**src/rtl/mtd_pkg.sv**
```systemverilog
// Constants, register map and state type for the transmit descriptor engine.
// Assumes a 32-bit APB register bus and a 32-bit memory port taking word-aligned byte addresses.
package mtd_pkg;

    localparam int MTD_NUM_CH = 8;

    // Register byte offsets
    localparam logic [11:0] MTD_TX_HEAD_BASE = 12'h000;
    localparam logic [11:0] MTD_TX_CP_BASE = 12'h040;
    localparam logic [11:0] MTD_RX_CP_BASE = 12'h080;
    localparam logic [11:0] MTD_TX_UNMASKED = 12'h0c0;
    localparam logic [11:0] MTD_TX_EN_SET = 12'h0c4;
    localparam logic [11:0] MTD_TX_EN_CLR = 12'h0c8;
    localparam logic [11:0] MTD_RX_UNMASKED = 12'h0d0;
    localparam logic [11:0] MTD_RX_EN_SET = 12'h0d4;
    localparam logic [11:0] MTD_RX_EN_CLR = 12'h0d8;
    localparam logic [11:0] MTD_GLOBAL_CTRL = 12'h0e0;
    localparam logic [11:0] MTD_TX_ABORT = 12'h0e4;

    // Descriptor word byte offsets
    localparam logic [31:0] MTD_W_LINK = 32'h0000_0000;
    localparam logic [31:0] MTD_W_BUF = 32'h0000_0004;
    localparam logic [31:0] MTD_W_OFFLEN = 32'h0000_0008;
    localparam logic [31:0] MTD_W_FLAGS = 32'h0000_000c;

    // Flag positions in the flags-and-length word
    localparam int MTD_F_FIRST = 31;
    localparam int MTD_F_LAST = 30;
    localparam int MTD_F_HELD = 29;
    localparam int MTD_F_HALTED = 28;
    localparam int MTD_F_ABORT = 27;
    localparam int MTD_F_SWFCS = 26;

    localparam int MTD_GLOBAL_EN_BIT = 0;

    // Reset values
    localparam logic [31:0] MTD_PTR_RST = 32'h0000_0000;
    localparam logic [7:0] MTD_EN_RST = 8'h00;

    typedef enum logic [3:0] {
        ST_IDLE,
        ST_RD_BUF,
        ST_RD_OFFLEN,
        ST_RD_FLAGS,
        ST_DATA_RD,
        ST_DATA_OUT,
        ST_RD_LINK,
        ST_WR_HALT,
        ST_WR_HELD,
        ST_WR_ABORT
    } mtd_state_t;

endpackage

```
**src/rtl/mtd_tx_dma.sv**
```systemverilog
// Transmit descriptor engine with per-channel completion pointers and interrupt.
// Assumes an APB master, a memory port answering with mem_ack_i on the same clock,
// and a receive engine reporting finished descriptors on rx_done_* from this clock.
//
// Notes on behaviour
// - Eight transmit and eight receive completion pointer registers, also acknowledging.
// - Reading a completion pointer returns the last descriptor the engine finished.
// - Written value is software's last; interrupt active while it differs.
// - Writing the engine's own pointer value clears that channel's interrupt.
// - Channel interrupt forwarded only when enabled through the enable-set register.
// - Unmasked status registers show every channel's interrupt state regardless of mask.
// - Combined interrupt needs the global enable as well as channel enables.
// - Descriptor is four consecutive word-aligned 32-bit words.
// - Words: link, buffer pointer, offset/length, flags/packet length.
// - First fragment bit 31, last bit 30, held-by-engine bit 29.
// - Zero link ends the queue; pointers and lengths never modified.
// - Link re-read late; zero link after a last fragment halts channel and marks halted bit 28.
// - Buffer pointer any byte address; link pointer word aligned.
// - Skip buffer-offset leading bytes before data; zero means first byte.
// - Offset applied only on the first-fragment descriptor.
// - Buffer length counts valid bytes, excluding offset bytes.
// - Packet length read only from the first-fragment descriptor.
// - First and last fragment flags are left unchanged by the engine.
// - Held flag used only on first fragment, cleared when packet finished.
// - Software starts an idle channel by writing its queue head pointer.
// - Halted flag set on last-fragment descriptor whose link is zero.
// - Abort marks first unsent packet's first descriptor and stops the channel.
// - Software FCS flag passes supplied frame check bytes, no own CRC.
`timescale 1ns/1ps
module mtd_tx_dma
    import mtd_pkg::*;
(
    input wire logic clk_sys_i,
    input wire logic reset_i,
    input wire logic psel_i,
    input wire logic penable_i,
    input wire logic pwrite_i,
    input wire logic [11:0] paddr_i,
    input wire logic [31:0] pwdata_i,
    output logic [31:0] prdata_o,
    output logic pready_o,
    output logic pslverr_o,
    output logic mem_req_o,
    output logic mem_we_o,
    output logic [31:0] mem_addr_o,
    output logic [31:0] mem_wdata_o,
    input wire logic [31:0] mem_rdata_i,
    input wire logic mem_ack_i,
    output logic tx_valid_o,
    output logic [7:0] tx_data_o,
    output logic tx_first_o,
    output logic tx_last_o,
    output logic tx_software_fcs_o,
    input wire logic tx_ready_i,
    input wire logic rx_done_valid_i,
    input wire logic [2:0] rx_done_chan_i,
    input wire logic [31:0] rx_done_ptr_i,
    output logic irq_o
);

    mtd_state_t state_q;
    logic [2:0] ch_q;
    logic [31:0] cur_q;
    logic [31:0] buf_q;
    logic [15:0] off_q;
    logic [15:0] blen_q;
    logic [31:0] flags_q;
    logic [31:0] first_addr_q;
    logic [31:0] first_flags_q;
    logic [31:0] link_q;
    logic [31:0] ptr_q;
    logic [15:0] rem_q;
    logic [15:0] pkt_rem_q;
    logic first_byte_q;
    logic halted_q;
    logic [7:0] byte_q;

    logic [31:0] tx_head_q [MTD_NUM_CH];
    logic [31:0] tx_done_q [MTD_NUM_CH];
    logic [31:0] tx_cp_q [MTD_NUM_CH];
    logic [31:0] rx_done_q [MTD_NUM_CH];
    logic [31:0] rx_cp_q [MTD_NUM_CH];
    logic [MTD_NUM_CH-1:0] abort_pend_q;
    logic [7:0] tx_en_q;
    logic [7:0] rx_en_q;
    logic global_en_q;

    logic [MTD_NUM_CH-1:0] tx_stat;
    logic [MTD_NUM_CH-1:0] rx_stat;

    logic pready_q;
    logic pslverr_q;
    logic [31:0] prdata_q;
    logic mem_req_q;
    logic mem_we_q;
    logic [31:0] mem_addr_q;
    logic [31:0] mem_wdata_q;
    logic tx_valid_q;
    logic [7:0] tx_data_q;
    logic tx_first_q;
    logic tx_last_q;
    logic swfcs_q;
    logic irq_q;

    logic apb_wr;
    logic [2:0] reg_ch;
    logic [31:0] rd_data;
    logic addr_ok;
    logic mem_fire;
    logic tx_fire;
    logic mem_state;
    logic mem_we_d;
    logic [31:0] mem_addr_d;
    logic [31:0] mem_wdata_d;
    logic pick_valid;
    logic [2:0] pick_ch;

    assign apb_wr = psel_i & penable_i & pwrite_i & pready_q;
    assign reg_ch = paddr_i[4:2];
    assign mem_fire = mem_req_q & mem_ack_i;
    assign tx_fire = tx_valid_q & tx_ready_i;

    // Channel interrupt state: engine pointer against software pointer
    genvar g;
    generate
        for (g = 0; g < MTD_NUM_CH; g++) begin : g_stat
            assign tx_stat[g] = tx_done_q[g] != tx_cp_q[g];
            assign rx_stat[g] = rx_done_q[g] != rx_cp_q[g];
        end
    endgenerate

    // Register read decode
    always_comb begin
        rd_data = 32'h0000_0000;
        addr_ok = 1'b1;
        if (paddr_i[1:0] != 2'b00) begin
            addr_ok = 1'b0;
        end else if (paddr_i[11:5] == MTD_TX_HEAD_BASE[11:5]) begin
            rd_data = tx_head_q[reg_ch];
        end else if (paddr_i[11:5] == MTD_TX_CP_BASE[11:5]) begin
            rd_data = tx_done_q[reg_ch];
        end else if (paddr_i[11:5] == MTD_RX_CP_BASE[11:5]) begin
            rd_data = rx_done_q[reg_ch];
        end else begin
            case (paddr_i)
                MTD_TX_UNMASKED: rd_data = {24'h00_0000, tx_stat};
                MTD_RX_UNMASKED: rd_data = {24'h00_0000, rx_stat};
                MTD_TX_EN_SET, MTD_TX_EN_CLR: rd_data = {24'h00_0000, tx_en_q};
                MTD_RX_EN_SET, MTD_RX_EN_CLR: rd_data = {24'h00_0000, rx_en_q};
                MTD_GLOBAL_CTRL: rd_data = {31'h0000_0000, global_en_q};
                MTD_TX_ABORT: rd_data = {24'h00_0000, abort_pend_q};
                default: addr_ok = 1'b0;
            endcase
        end
    end

    // One wait state on every access; data and error computed while address is held
    always_ff @(posedge clk_sys_i or posedge reset_i) begin
        if (reset_i) begin
            pready_q <= 1'b0;
            pslverr_q <= 1'b0;
            prdata_q <= 32'h0000_0000;
        end else begin
            pready_q <= psel_i & penable_i & ~pready_q;
            pslverr_q <= psel_i & penable_i & ~pready_q & ~addr_ok;
            prdata_q <= (psel_i & penable_i & ~pready_q & ~pwrite_i) ? rd_data : 32'h0000_0000;
        end
    end

    // Software-side pointers, enables and global enable
    always_ff @(posedge clk_sys_i or posedge reset_i) begin
        if (reset_i) begin
            for (int i = 0; i < MTD_NUM_CH; i++) begin
                tx_cp_q[i] <= MTD_PTR_RST;
                rx_cp_q[i] <= MTD_PTR_RST;
            end
            tx_en_q <= MTD_EN_RST;
            rx_en_q <= MTD_EN_RST;
            global_en_q <= 1'b0;
        end else if (apb_wr && paddr_i[1:0] == 2'b00) begin
            if (paddr_i[11:5] == MTD_TX_CP_BASE[11:5]) begin
                tx_cp_q[reg_ch] <= pwdata_i;
            end
            if (paddr_i[11:5] == MTD_RX_CP_BASE[11:5]) begin
                rx_cp_q[reg_ch] <= pwdata_i;
            end
            case (paddr_i)
                MTD_TX_EN_SET: tx_en_q <= tx_en_q | pwdata_i[7:0];
                MTD_TX_EN_CLR: tx_en_q <= tx_en_q & ~pwdata_i[7:0];
                MTD_RX_EN_SET: rx_en_q <= rx_en_q | pwdata_i[7:0];
                MTD_RX_EN_CLR: rx_en_q <= rx_en_q & ~pwdata_i[7:0];
                MTD_GLOBAL_CTRL: global_en_q <= pwdata_i[MTD_GLOBAL_EN_BIT];
                default: ;
            endcase
        end
    end

    // Receive side completion, reported by the receive engine
    always_ff @(posedge clk_sys_i or posedge reset_i) begin
        if (reset_i) begin
            for (int i = 0; i < MTD_NUM_CH; i++) begin
                rx_done_q[i] <= MTD_PTR_RST;
            end
        end else if (rx_done_valid_i) begin
            rx_done_q[rx_done_chan_i] <= rx_done_ptr_i;
        end
    end

    // Combined interrupt
    always_ff @(posedge clk_sys_i or posedge reset_i) begin
        if (reset_i) begin
            irq_q <= 1'b0;
        end else begin
            irq_q <= global_en_q & (|(tx_stat & tx_en_q) | |(rx_stat & rx_en_q));
        end
    end

    // Lowest numbered channel with a live queue wins
    always_comb begin
        pick_valid = 1'b0;
        pick_ch = 3'd0;
        for (int i = MTD_NUM_CH - 1; i >= 0; i--) begin
            if (tx_head_q[i] != MTD_PTR_RST) begin
                pick_valid = 1'b1;
                pick_ch = 3'(i);
            end
        end
    end

    // Memory request for the current state
    always_comb begin
        mem_state = 1'b1;
        mem_we_d = 1'b0;
        mem_addr_d = 32'h0000_0000;
        mem_wdata_d = 32'h0000_0000;
        case (state_q)
            ST_RD_BUF: mem_addr_d = cur_q + MTD_W_BUF;
            ST_RD_OFFLEN: mem_addr_d = cur_q + MTD_W_OFFLEN;
            ST_RD_FLAGS: mem_addr_d = cur_q + MTD_W_FLAGS;
            ST_DATA_RD: mem_addr_d = {ptr_q[31:2], 2'b00};
            ST_RD_LINK: mem_addr_d = cur_q + MTD_W_LINK;
            ST_WR_HALT: begin
                mem_we_d = 1'b1;
                mem_addr_d = cur_q + MTD_W_FLAGS;
                mem_wdata_d = flags_q | (32'h1 << MTD_F_HALTED);
            end
            ST_WR_HELD: begin
                mem_we_d = 1'b1;
                mem_addr_d = first_addr_q + MTD_W_FLAGS;
                mem_wdata_d = first_flags_q & ~(32'h1 << MTD_F_HELD);
                if (halted_q && first_addr_q == cur_q) begin
                    mem_wdata_d[MTD_F_HALTED] = 1'b1;
                end
            end
            ST_WR_ABORT: begin
                mem_we_d = 1'b1;
                mem_addr_d = cur_q + MTD_W_FLAGS;
                mem_wdata_d = (flags_q | (32'h1 << MTD_F_ABORT)) & ~(32'h1 << MTD_F_HELD);
            end
            default: mem_state = 1'b0;
        endcase
    end

    // Request held until acknowledged, dropped for at least one cycle after
    always_ff @(posedge clk_sys_i or posedge reset_i) begin
        if (reset_i) begin
            mem_req_q <= 1'b0;
            mem_we_q <= 1'b0;
            mem_addr_q <= 32'h0000_0000;
            mem_wdata_q <= 32'h0000_0000;
        end else begin
            mem_req_q <= mem_state & ~mem_fire;
            mem_we_q <= mem_we_d;
            mem_addr_q <= mem_addr_d;
            mem_wdata_q <= mem_wdata_d;
        end
    end

    // Byte stream toward the transmitter
    always_ff @(posedge clk_sys_i or posedge reset_i) begin
        if (reset_i) begin
            tx_valid_q <= 1'b0;
            tx_data_q <= 8'h00;
            tx_first_q <= 1'b0;
            tx_last_q <= 1'b0;
        end else begin
            tx_valid_q <= (state_q == ST_DATA_OUT) & ~tx_fire;
            tx_data_q <= byte_q;
            tx_first_q <= first_byte_q;
            tx_last_q <= pkt_rem_q == 16'h0001;
        end
    end

    // Descriptor walk; also owns queue heads, engine pointers and abort requests
    always_ff @(posedge clk_sys_i or posedge reset_i) begin
        if (reset_i) begin
            state_q <= ST_IDLE;
            ch_q <= 3'd0;
            cur_q <= MTD_PTR_RST;
            buf_q <= MTD_PTR_RST;
            off_q <= 16'h0000;
            blen_q <= 16'h0000;
            flags_q <= 32'h0000_0000;
            first_addr_q <= MTD_PTR_RST;
            first_flags_q <= 32'h0000_0000;
            link_q <= MTD_PTR_RST;
            ptr_q <= MTD_PTR_RST;
            rem_q <= 16'h0000;
            pkt_rem_q <= 16'h0000;
            first_byte_q <= 1'b0;
            halted_q <= 1'b0;
            byte_q <= 8'h00;
            swfcs_q <= 1'b0;
            abort_pend_q <= '0;
            for (int i = 0; i < MTD_NUM_CH; i++) begin
                tx_head_q[i] <= MTD_PTR_RST;
                tx_done_q[i] <= MTD_PTR_RST;
            end
        end else begin
            if (apb_wr && paddr_i[11:5] == MTD_TX_HEAD_BASE[11:5] && paddr_i[1:0] == 2'b00) begin
                tx_head_q[reg_ch] <= {pwdata_i[31:2], 2'b00};
            end
            case (state_q)
                ST_IDLE: begin
                    // An abort on a channel with nothing queued has nothing to mark
                    for (int i = 0; i < MTD_NUM_CH; i++) begin
                        if (tx_head_q[i] == MTD_PTR_RST) begin
                            abort_pend_q[i] <= 1'b0;
                        end
                    end
                    if (pick_valid) begin
                        ch_q <= pick_ch;
                        cur_q <= tx_head_q[pick_ch];
                        state_q <= ST_RD_BUF;
                    end
                end
                ST_RD_BUF: if (mem_fire) begin
                    buf_q <= mem_rdata_i;
                    state_q <= ST_RD_OFFLEN;
                end
                ST_RD_OFFLEN: if (mem_fire) begin
                    off_q <= mem_rdata_i[31:16];
                    blen_q <= mem_rdata_i[15:0];
                    state_q <= ST_RD_FLAGS;
                end
                ST_RD_FLAGS: if (mem_fire) begin
                    flags_q <= mem_rdata_i;
                    rem_q <= blen_q;
                    ptr_q <= buf_q;
                    state_q <= (blen_q == 16'h0000) ? ST_RD_LINK : ST_DATA_RD;
                    if (mem_rdata_i[MTD_F_FIRST]) begin
                        first_addr_q <= cur_q;
                        first_flags_q <= mem_rdata_i;
                        pkt_rem_q <= mem_rdata_i[15:0];
                        first_byte_q <= 1'b1;
                        swfcs_q <= mem_rdata_i[MTD_F_SWFCS];
                        ptr_q <= buf_q + {16'h0000, off_q};
                        if (abort_pend_q[ch_q]) begin
                            state_q <= ST_WR_ABORT;
                        end else if (!mem_rdata_i[MTD_F_HELD]) begin
                            // Not handed over yet: stop without touching memory
                            tx_head_q[ch_q] <= MTD_PTR_RST;
                            state_q <= ST_IDLE;
                        end
                    end
                end
                ST_DATA_RD: if (mem_fire) begin
                    byte_q <= 8'(mem_rdata_i >> {ptr_q[1:0], 3'b000});
                    state_q <= ST_DATA_OUT;
                end
                ST_DATA_OUT: if (tx_fire) begin
                    // One memory read per byte: simple, at the cost of bus bandwidth
                    ptr_q <= ptr_q + 32'h0000_0001;
                    rem_q <= rem_q - 16'h0001;
                    pkt_rem_q <= pkt_rem_q - 16'h0001;
                    first_byte_q <= 1'b0;
                    state_q <= (rem_q == 16'h0001) ? ST_RD_LINK : ST_DATA_RD;
                end
                ST_RD_LINK: if (mem_fire) begin
                    // Link read as late as possible so a late patch is still followed
                    link_q <= {mem_rdata_i[31:2], 2'b00};
                    if (flags_q[MTD_F_LAST]) begin
                        halted_q <= mem_rdata_i[31:2] == 30'h0000_0000;
                        if (mem_rdata_i[31:2] == 30'h0000_0000 && first_addr_q != cur_q) begin
                            state_q <= ST_WR_HALT;
                        end else begin
                            state_q <= ST_WR_HELD;
                        end
                    end else if (mem_rdata_i[31:2] == 30'h0000_0000) begin
                        tx_head_q[ch_q] <= MTD_PTR_RST;
                        state_q <= ST_IDLE;
                    end else begin
                        cur_q <= {mem_rdata_i[31:2], 2'b00};
                        tx_head_q[ch_q] <= {mem_rdata_i[31:2], 2'b00};
                        state_q <= ST_RD_BUF;
                    end
                end
                ST_WR_HALT: if (mem_fire) begin
                    state_q <= ST_WR_HELD;
                end
                ST_WR_HELD: if (mem_fire) begin
                    tx_done_q[ch_q] <= cur_q;
                    tx_head_q[ch_q] <= link_q;
                    state_q <= ST_IDLE;
                end
                ST_WR_ABORT: if (mem_fire) begin
                    tx_done_q[ch_q] <= cur_q;
                    tx_head_q[ch_q] <= MTD_PTR_RST;
                    abort_pend_q[ch_q] <= 1'b0;
                    state_q <= ST_IDLE;
                end
                default: state_q <= ST_IDLE;
            endcase
            // Last: set wins over clear
            if (apb_wr && paddr_i == MTD_TX_ABORT) begin
                abort_pend_q[pwdata_i[2:0]] <= 1'b1;
            end
        end
    end

    assign prdata_o = prdata_q;
    assign pready_o = pready_q;
    assign pslverr_o = pslverr_q;
    assign mem_req_o = mem_req_q;
    assign mem_we_o = mem_we_q;
    assign mem_addr_o = mem_addr_q;
    assign mem_wdata_o = mem_wdata_q;
    assign tx_valid_o = tx_valid_q;
    assign tx_data_o = tx_data_q;
    assign tx_first_o = tx_first_q;
    assign tx_last_o = tx_last_q;
    assign tx_software_fcs_o = swfcs_q;
    assign irq_o = irq_q;

endmodule

```
**config.mk**
```make
export PLATFORM = sky130hd
export DESIGN_NAME = mtd_tx_dma
export DESIGN_NICKNAME = d
export VERILOG_FILES = /design/src/rtl/mtd_pkg.sv /design/src/rtl/mtd_tx_dma.sv
export SDC_FILE = /design/constraint.sdc
export NUM_CORES = 2
export LEC_CHECK = 0
export BUFFER_PORTS_ARGS = -buffer_cell sky130_fd_sc_hd__buf_2
export CORE_MARGIN = 10
export CORE_UTILIZATION = 28
export CTS_CLUSTER_SIZE = 28
export DETAILED_ROUTE_END_ITERATION = 7
export PLACE_DENSITY = 0.46
export SYNTH_ARGS = -nofsm -noshare
export SYNTH_HDL_FRONTEND = slang
export SYNTH_SLANG_ARGS = --single-unit
export TNS_END_PERCENT = 5
```
**constraint.sdc**
```tcl
create_clock -name clk_sys_i -period 135.7 [get_ports clk_sys_i]
set_input_delay 27.14 -clock clk_sys_i [delete_from_list [all_inputs] [get_ports clk_sys_i]]
set_output_delay 27.14 -clock clk_sys_i [all_outputs]
set_load 0.01 [all_outputs]
```
==> key figures <==
Setup path
  – Worst Setup Start Kind: primary input
  – CP max stage delay: 0.96 ns
  – CP Cell Sequence: buf_2 > inv_8 > buf_4 > buf_4 > buf_4 > buf_4
  – CP delay by family, top: buffers and inverters
  – Worst flop-to-flop path endpoint: cur_q[30]$_DFFE_PP0P_
  – Critical path fanouts, max: 124
  – Reg-to-reg startpoint: tx_head_q[173]$_DFF_PP0_
  – Critical path's most frequent cell: buf_4
  – R2r worst-path depth: 11
  – Crit path kind: primary input to async pin
  – CP Depth: 6
  – Critical Path End Type: async pin
  – CP required: 136.54 ns
  – Crit-path slowest cell: buf_4
  – CP Data Arrival Time: 31.45 ns
  – Worst R2R Setup Slack: 130.29 ns
  – Buffers & Inverters on Critical Path: 6
  – CP startpoint: reset_i
  – Setup crit end: first_flags_q[19]$_DFFE_PP0P_

Die
  – Boundary Pins: 232
  – FP Rows: 205
  – Floorplan die height: 580.8 um
  – Full die area: 337300 um^2
  – Die X: 580.8 um
  – Initial Util: 28.18%
  – Core Area: 312400 um^2

Clock tree
  – Clock Root Buffer: clkbuf_16
  – Worst skew pair latency: 0.91 ns
  – Setup repair bufs after CTS: 0
  – CTS clock-pin slew for the worst setup and hold paths: 0.06 ns
  – CTS tree: done
  – Max clock buf depth: 4
  – Cts hold-fix bufs: 0
  – TritonCTS Sinks: 1719
  – CTS buffer count: 205
  – Htree depth: 4
  – CTS resizes: 0

Route
  – First-pass DRT Iterations: 8
  – Remaining DRCs: 1
  – Post-route ant nets: 0
  – Wire per inst: 35.44 um
  – Vias/cell: 5.819
  – Vias: 67770
  – Detailed Route WL: 412.7 mm
  – DR iter-0 viols: 7671

Yosys
  – Sequential-to-total area share from yosys stat: 48.86%
  – Synth warn: 0
  – Cell area after synthesis: 88040 um^2
  – Yosys reg bits: 1719
  – Area leader, netlist: dfrtp_1
  – Avg Inst Size Synth: 12.07 um^2
  – Post-synth ARST share: 100.0%
  – Mapped Cells: 7292
  – Top-area cell type share of the netlist area: 48.86%
  – Ys flop type: dfrtp_1
  – Most frequent cell after synthesis: dfrtp_1
  – Syn Nets: 7435
  – Synth unique cells: 87
  – EDFF count, synth: 0
  – Largest cells by area after synthesis: dfrtp_1 (49%), mux2_2 (15%), xnor2_1 (5.7%), mux4_2 (5.3%), mux2i_1 (4.0%)
  – Synth top cells by count: dfrtp_1 (1719), mux2_2 (1192), xnor2_1 (576)

Pwr
  – Total power: 1.731 mW
  – Maximum VDD drop: 0.02808 mV
  – Leak: 44.67 nW
  – Pwr dens: 17.20 nW/um^2

Final layout
  – Area added between synthesis and finish: 14.33%
  – Final-stage net count: 7483
  – Post-Layout Cell Count: 11650
  – Share of cells above drive strength 1: 30.46%
  – Filler cell count: 31330

Global route
  – First-pass GRT wire length: 570.3 mm
  – Gr usage total: 23.51%
  – Pin count of the biggest net entering global routing: 168
  – Grt ovf: 0
  – Number of global-route vias before repair: 67240
  – Initial antenna violation count: 71

Place
  – Placer Congestion: 0.9700
  – Cells after DPL: 11270
  – PortBufs: 231
  – DP Wirelength: 283.8 mm

STA
  – RSZ-0062 raised after global routing: no
  – Final Critical Period: 30.61 ns
  – Hold Violations, Final: 0
  – Worst slew pin tran: 1.473 ns
  – Period utilization: 22.56%
  – F_max: 32.67 MHz
  – Final Setup Violations: 0
  – Max-slew violations: 0
  – Max-Slew Margin vs Limit: 1.413%
  – Setup_tns: 0 ns
  – Clock Skew: 0.08860 ns

Worst hold path
  – Worst Hold Class: flip-flop to flip-flop
  – Hold path depth: 0
  – Hold Crit Start: byte_q[3]$_DFFE_PP0P_

Outcome
  – Failing checks: design-rule violations, max-capacitance violations
  – Outcome: finished with violations

Job
  – Max-cap violations: 1
-- cell type report --
class / instances / area (um^2) / area share [%]
Tap cell: 4140 / 5180 / 5.146
Sequential cell: 1719 / 43020 / 42.74
Multi-Input combinational cell: 4946 / 42840 / 42.56
Clock buffer: 299 / 5995 / 5.955
Antenna cell: 19 / 47.55 / 0.04723
Clock inverter: 56 / 700.7 / 0.6961
Inverter: 37 / 146.4 / 0.1454
Timing Repair Buffer: 431 / 2734 / 2.716
-- where the power goes --
part | switching, mW | internal (mW) | leakage, nW
Combinational | 0.326 | 0.180 | 18.3
Clock | 0.235 | 0.329 | 3.31
Sequential | 0.0846 | 0.577 | 23.0
Total | 0.645 | 1.09 | 44.7
-- registers in the layout, summed over array words and instances, names as in the netlist, 4 cells and up, named ones only --
signal,flops
rx_cp_q,256
rx_done_q,256
tx_cp_q,256
tx_done_q,256
tx_head_q,256
buf_q,32
cur_q,32
first_addr_q,32
flags_q,32
mem_addr_o,32
mem_wdata_o,32
prdata_o,32
ptr_q,32
first_flags_q,31
link_q,30
blen_q,16
off_q,16
pkt_rem_q,16
rem_q,16
abort_pend_q,8
byte_q,8
tx_data_o,8
state_q,4
-- routing by layer --
layer  part of all wire, %  global-route usage [%]
met1                    41                   30.98
met2                    45                   36.63
met3                   8.4                   5.335
met4                   5.7                   10.99
met5                 0.066                       0
-- stage by stage --
stage	area, um^2	hold WS, ns	setup WS [ns]	utilization, %
floorplan	88040	0.3501	60.04	-
global placement	93920	0.3603	104.03	30.06
detailed placement	93920	0.3614	103.92	30.06
CTS	100600	0.3761	104.85	32.21
global route	100600	0.3825	104.33	32.21
finish	100700	0.3737	105.09	32.22
-- cell usage in the layout (no fill, tap or decap), types with 161 or more instances in the layout --
master	instances
dfrtp_1	1717
mux2_2	1192
xnor2_1	576
nand2_1	472
mux2i_1	356
buf_2	228
mux4_2	207
clkbuf_16	206
buf_4	196
a21oi_1	191
o22ai_1	186
nor2_1	181
nand4_1	178
o21ai_0	161
-- kinds of logic after synthesis --
family | count (synthesis) | synth area share, %
buffers and inverters | 627 | 2.906
adders and majority gates | 24 | 0.3496
xor gates and xnor gates | 609 | 6.058
AOI/OAI and AO/OA | 1165 | 9.341
and+or+nand+nor | 1387 | 7.822
muxes | 1761 | 24.66
DFF | 1719 | 48.86
-- worst register-to-register path, delay by kind of cell (launching register included) --
kind / cells / cell delay (ns)
simple gates: 5 / 2.56
compound gates: 3 / 1.33
flops: 1 / 0.48
buf+inv: 3 / 0.79
-- worst min path at each step --
| stage | end | slack [ns] |
|---|---|---|
| final | tx_data_o[3]$_DFF_PP0_ | 0.37 |
| after CTS | tx_data_o[3]$_DFF_PP0_ | 0.38 |
| after global placement | tx_data_o[4]$_DFF_PP0_ | 0.36 |
| after floorplan | tx_data_o[0]$_DFF_PP0_ | 0.35 |
| after global routing | tx_data_o[2]$_DFF_PP0_ | 0.38 |
| after detailed placement | tx_data_o[6]$_DFF_PP0_ | 0.36 |
Power figures use the tool's default switching activity.
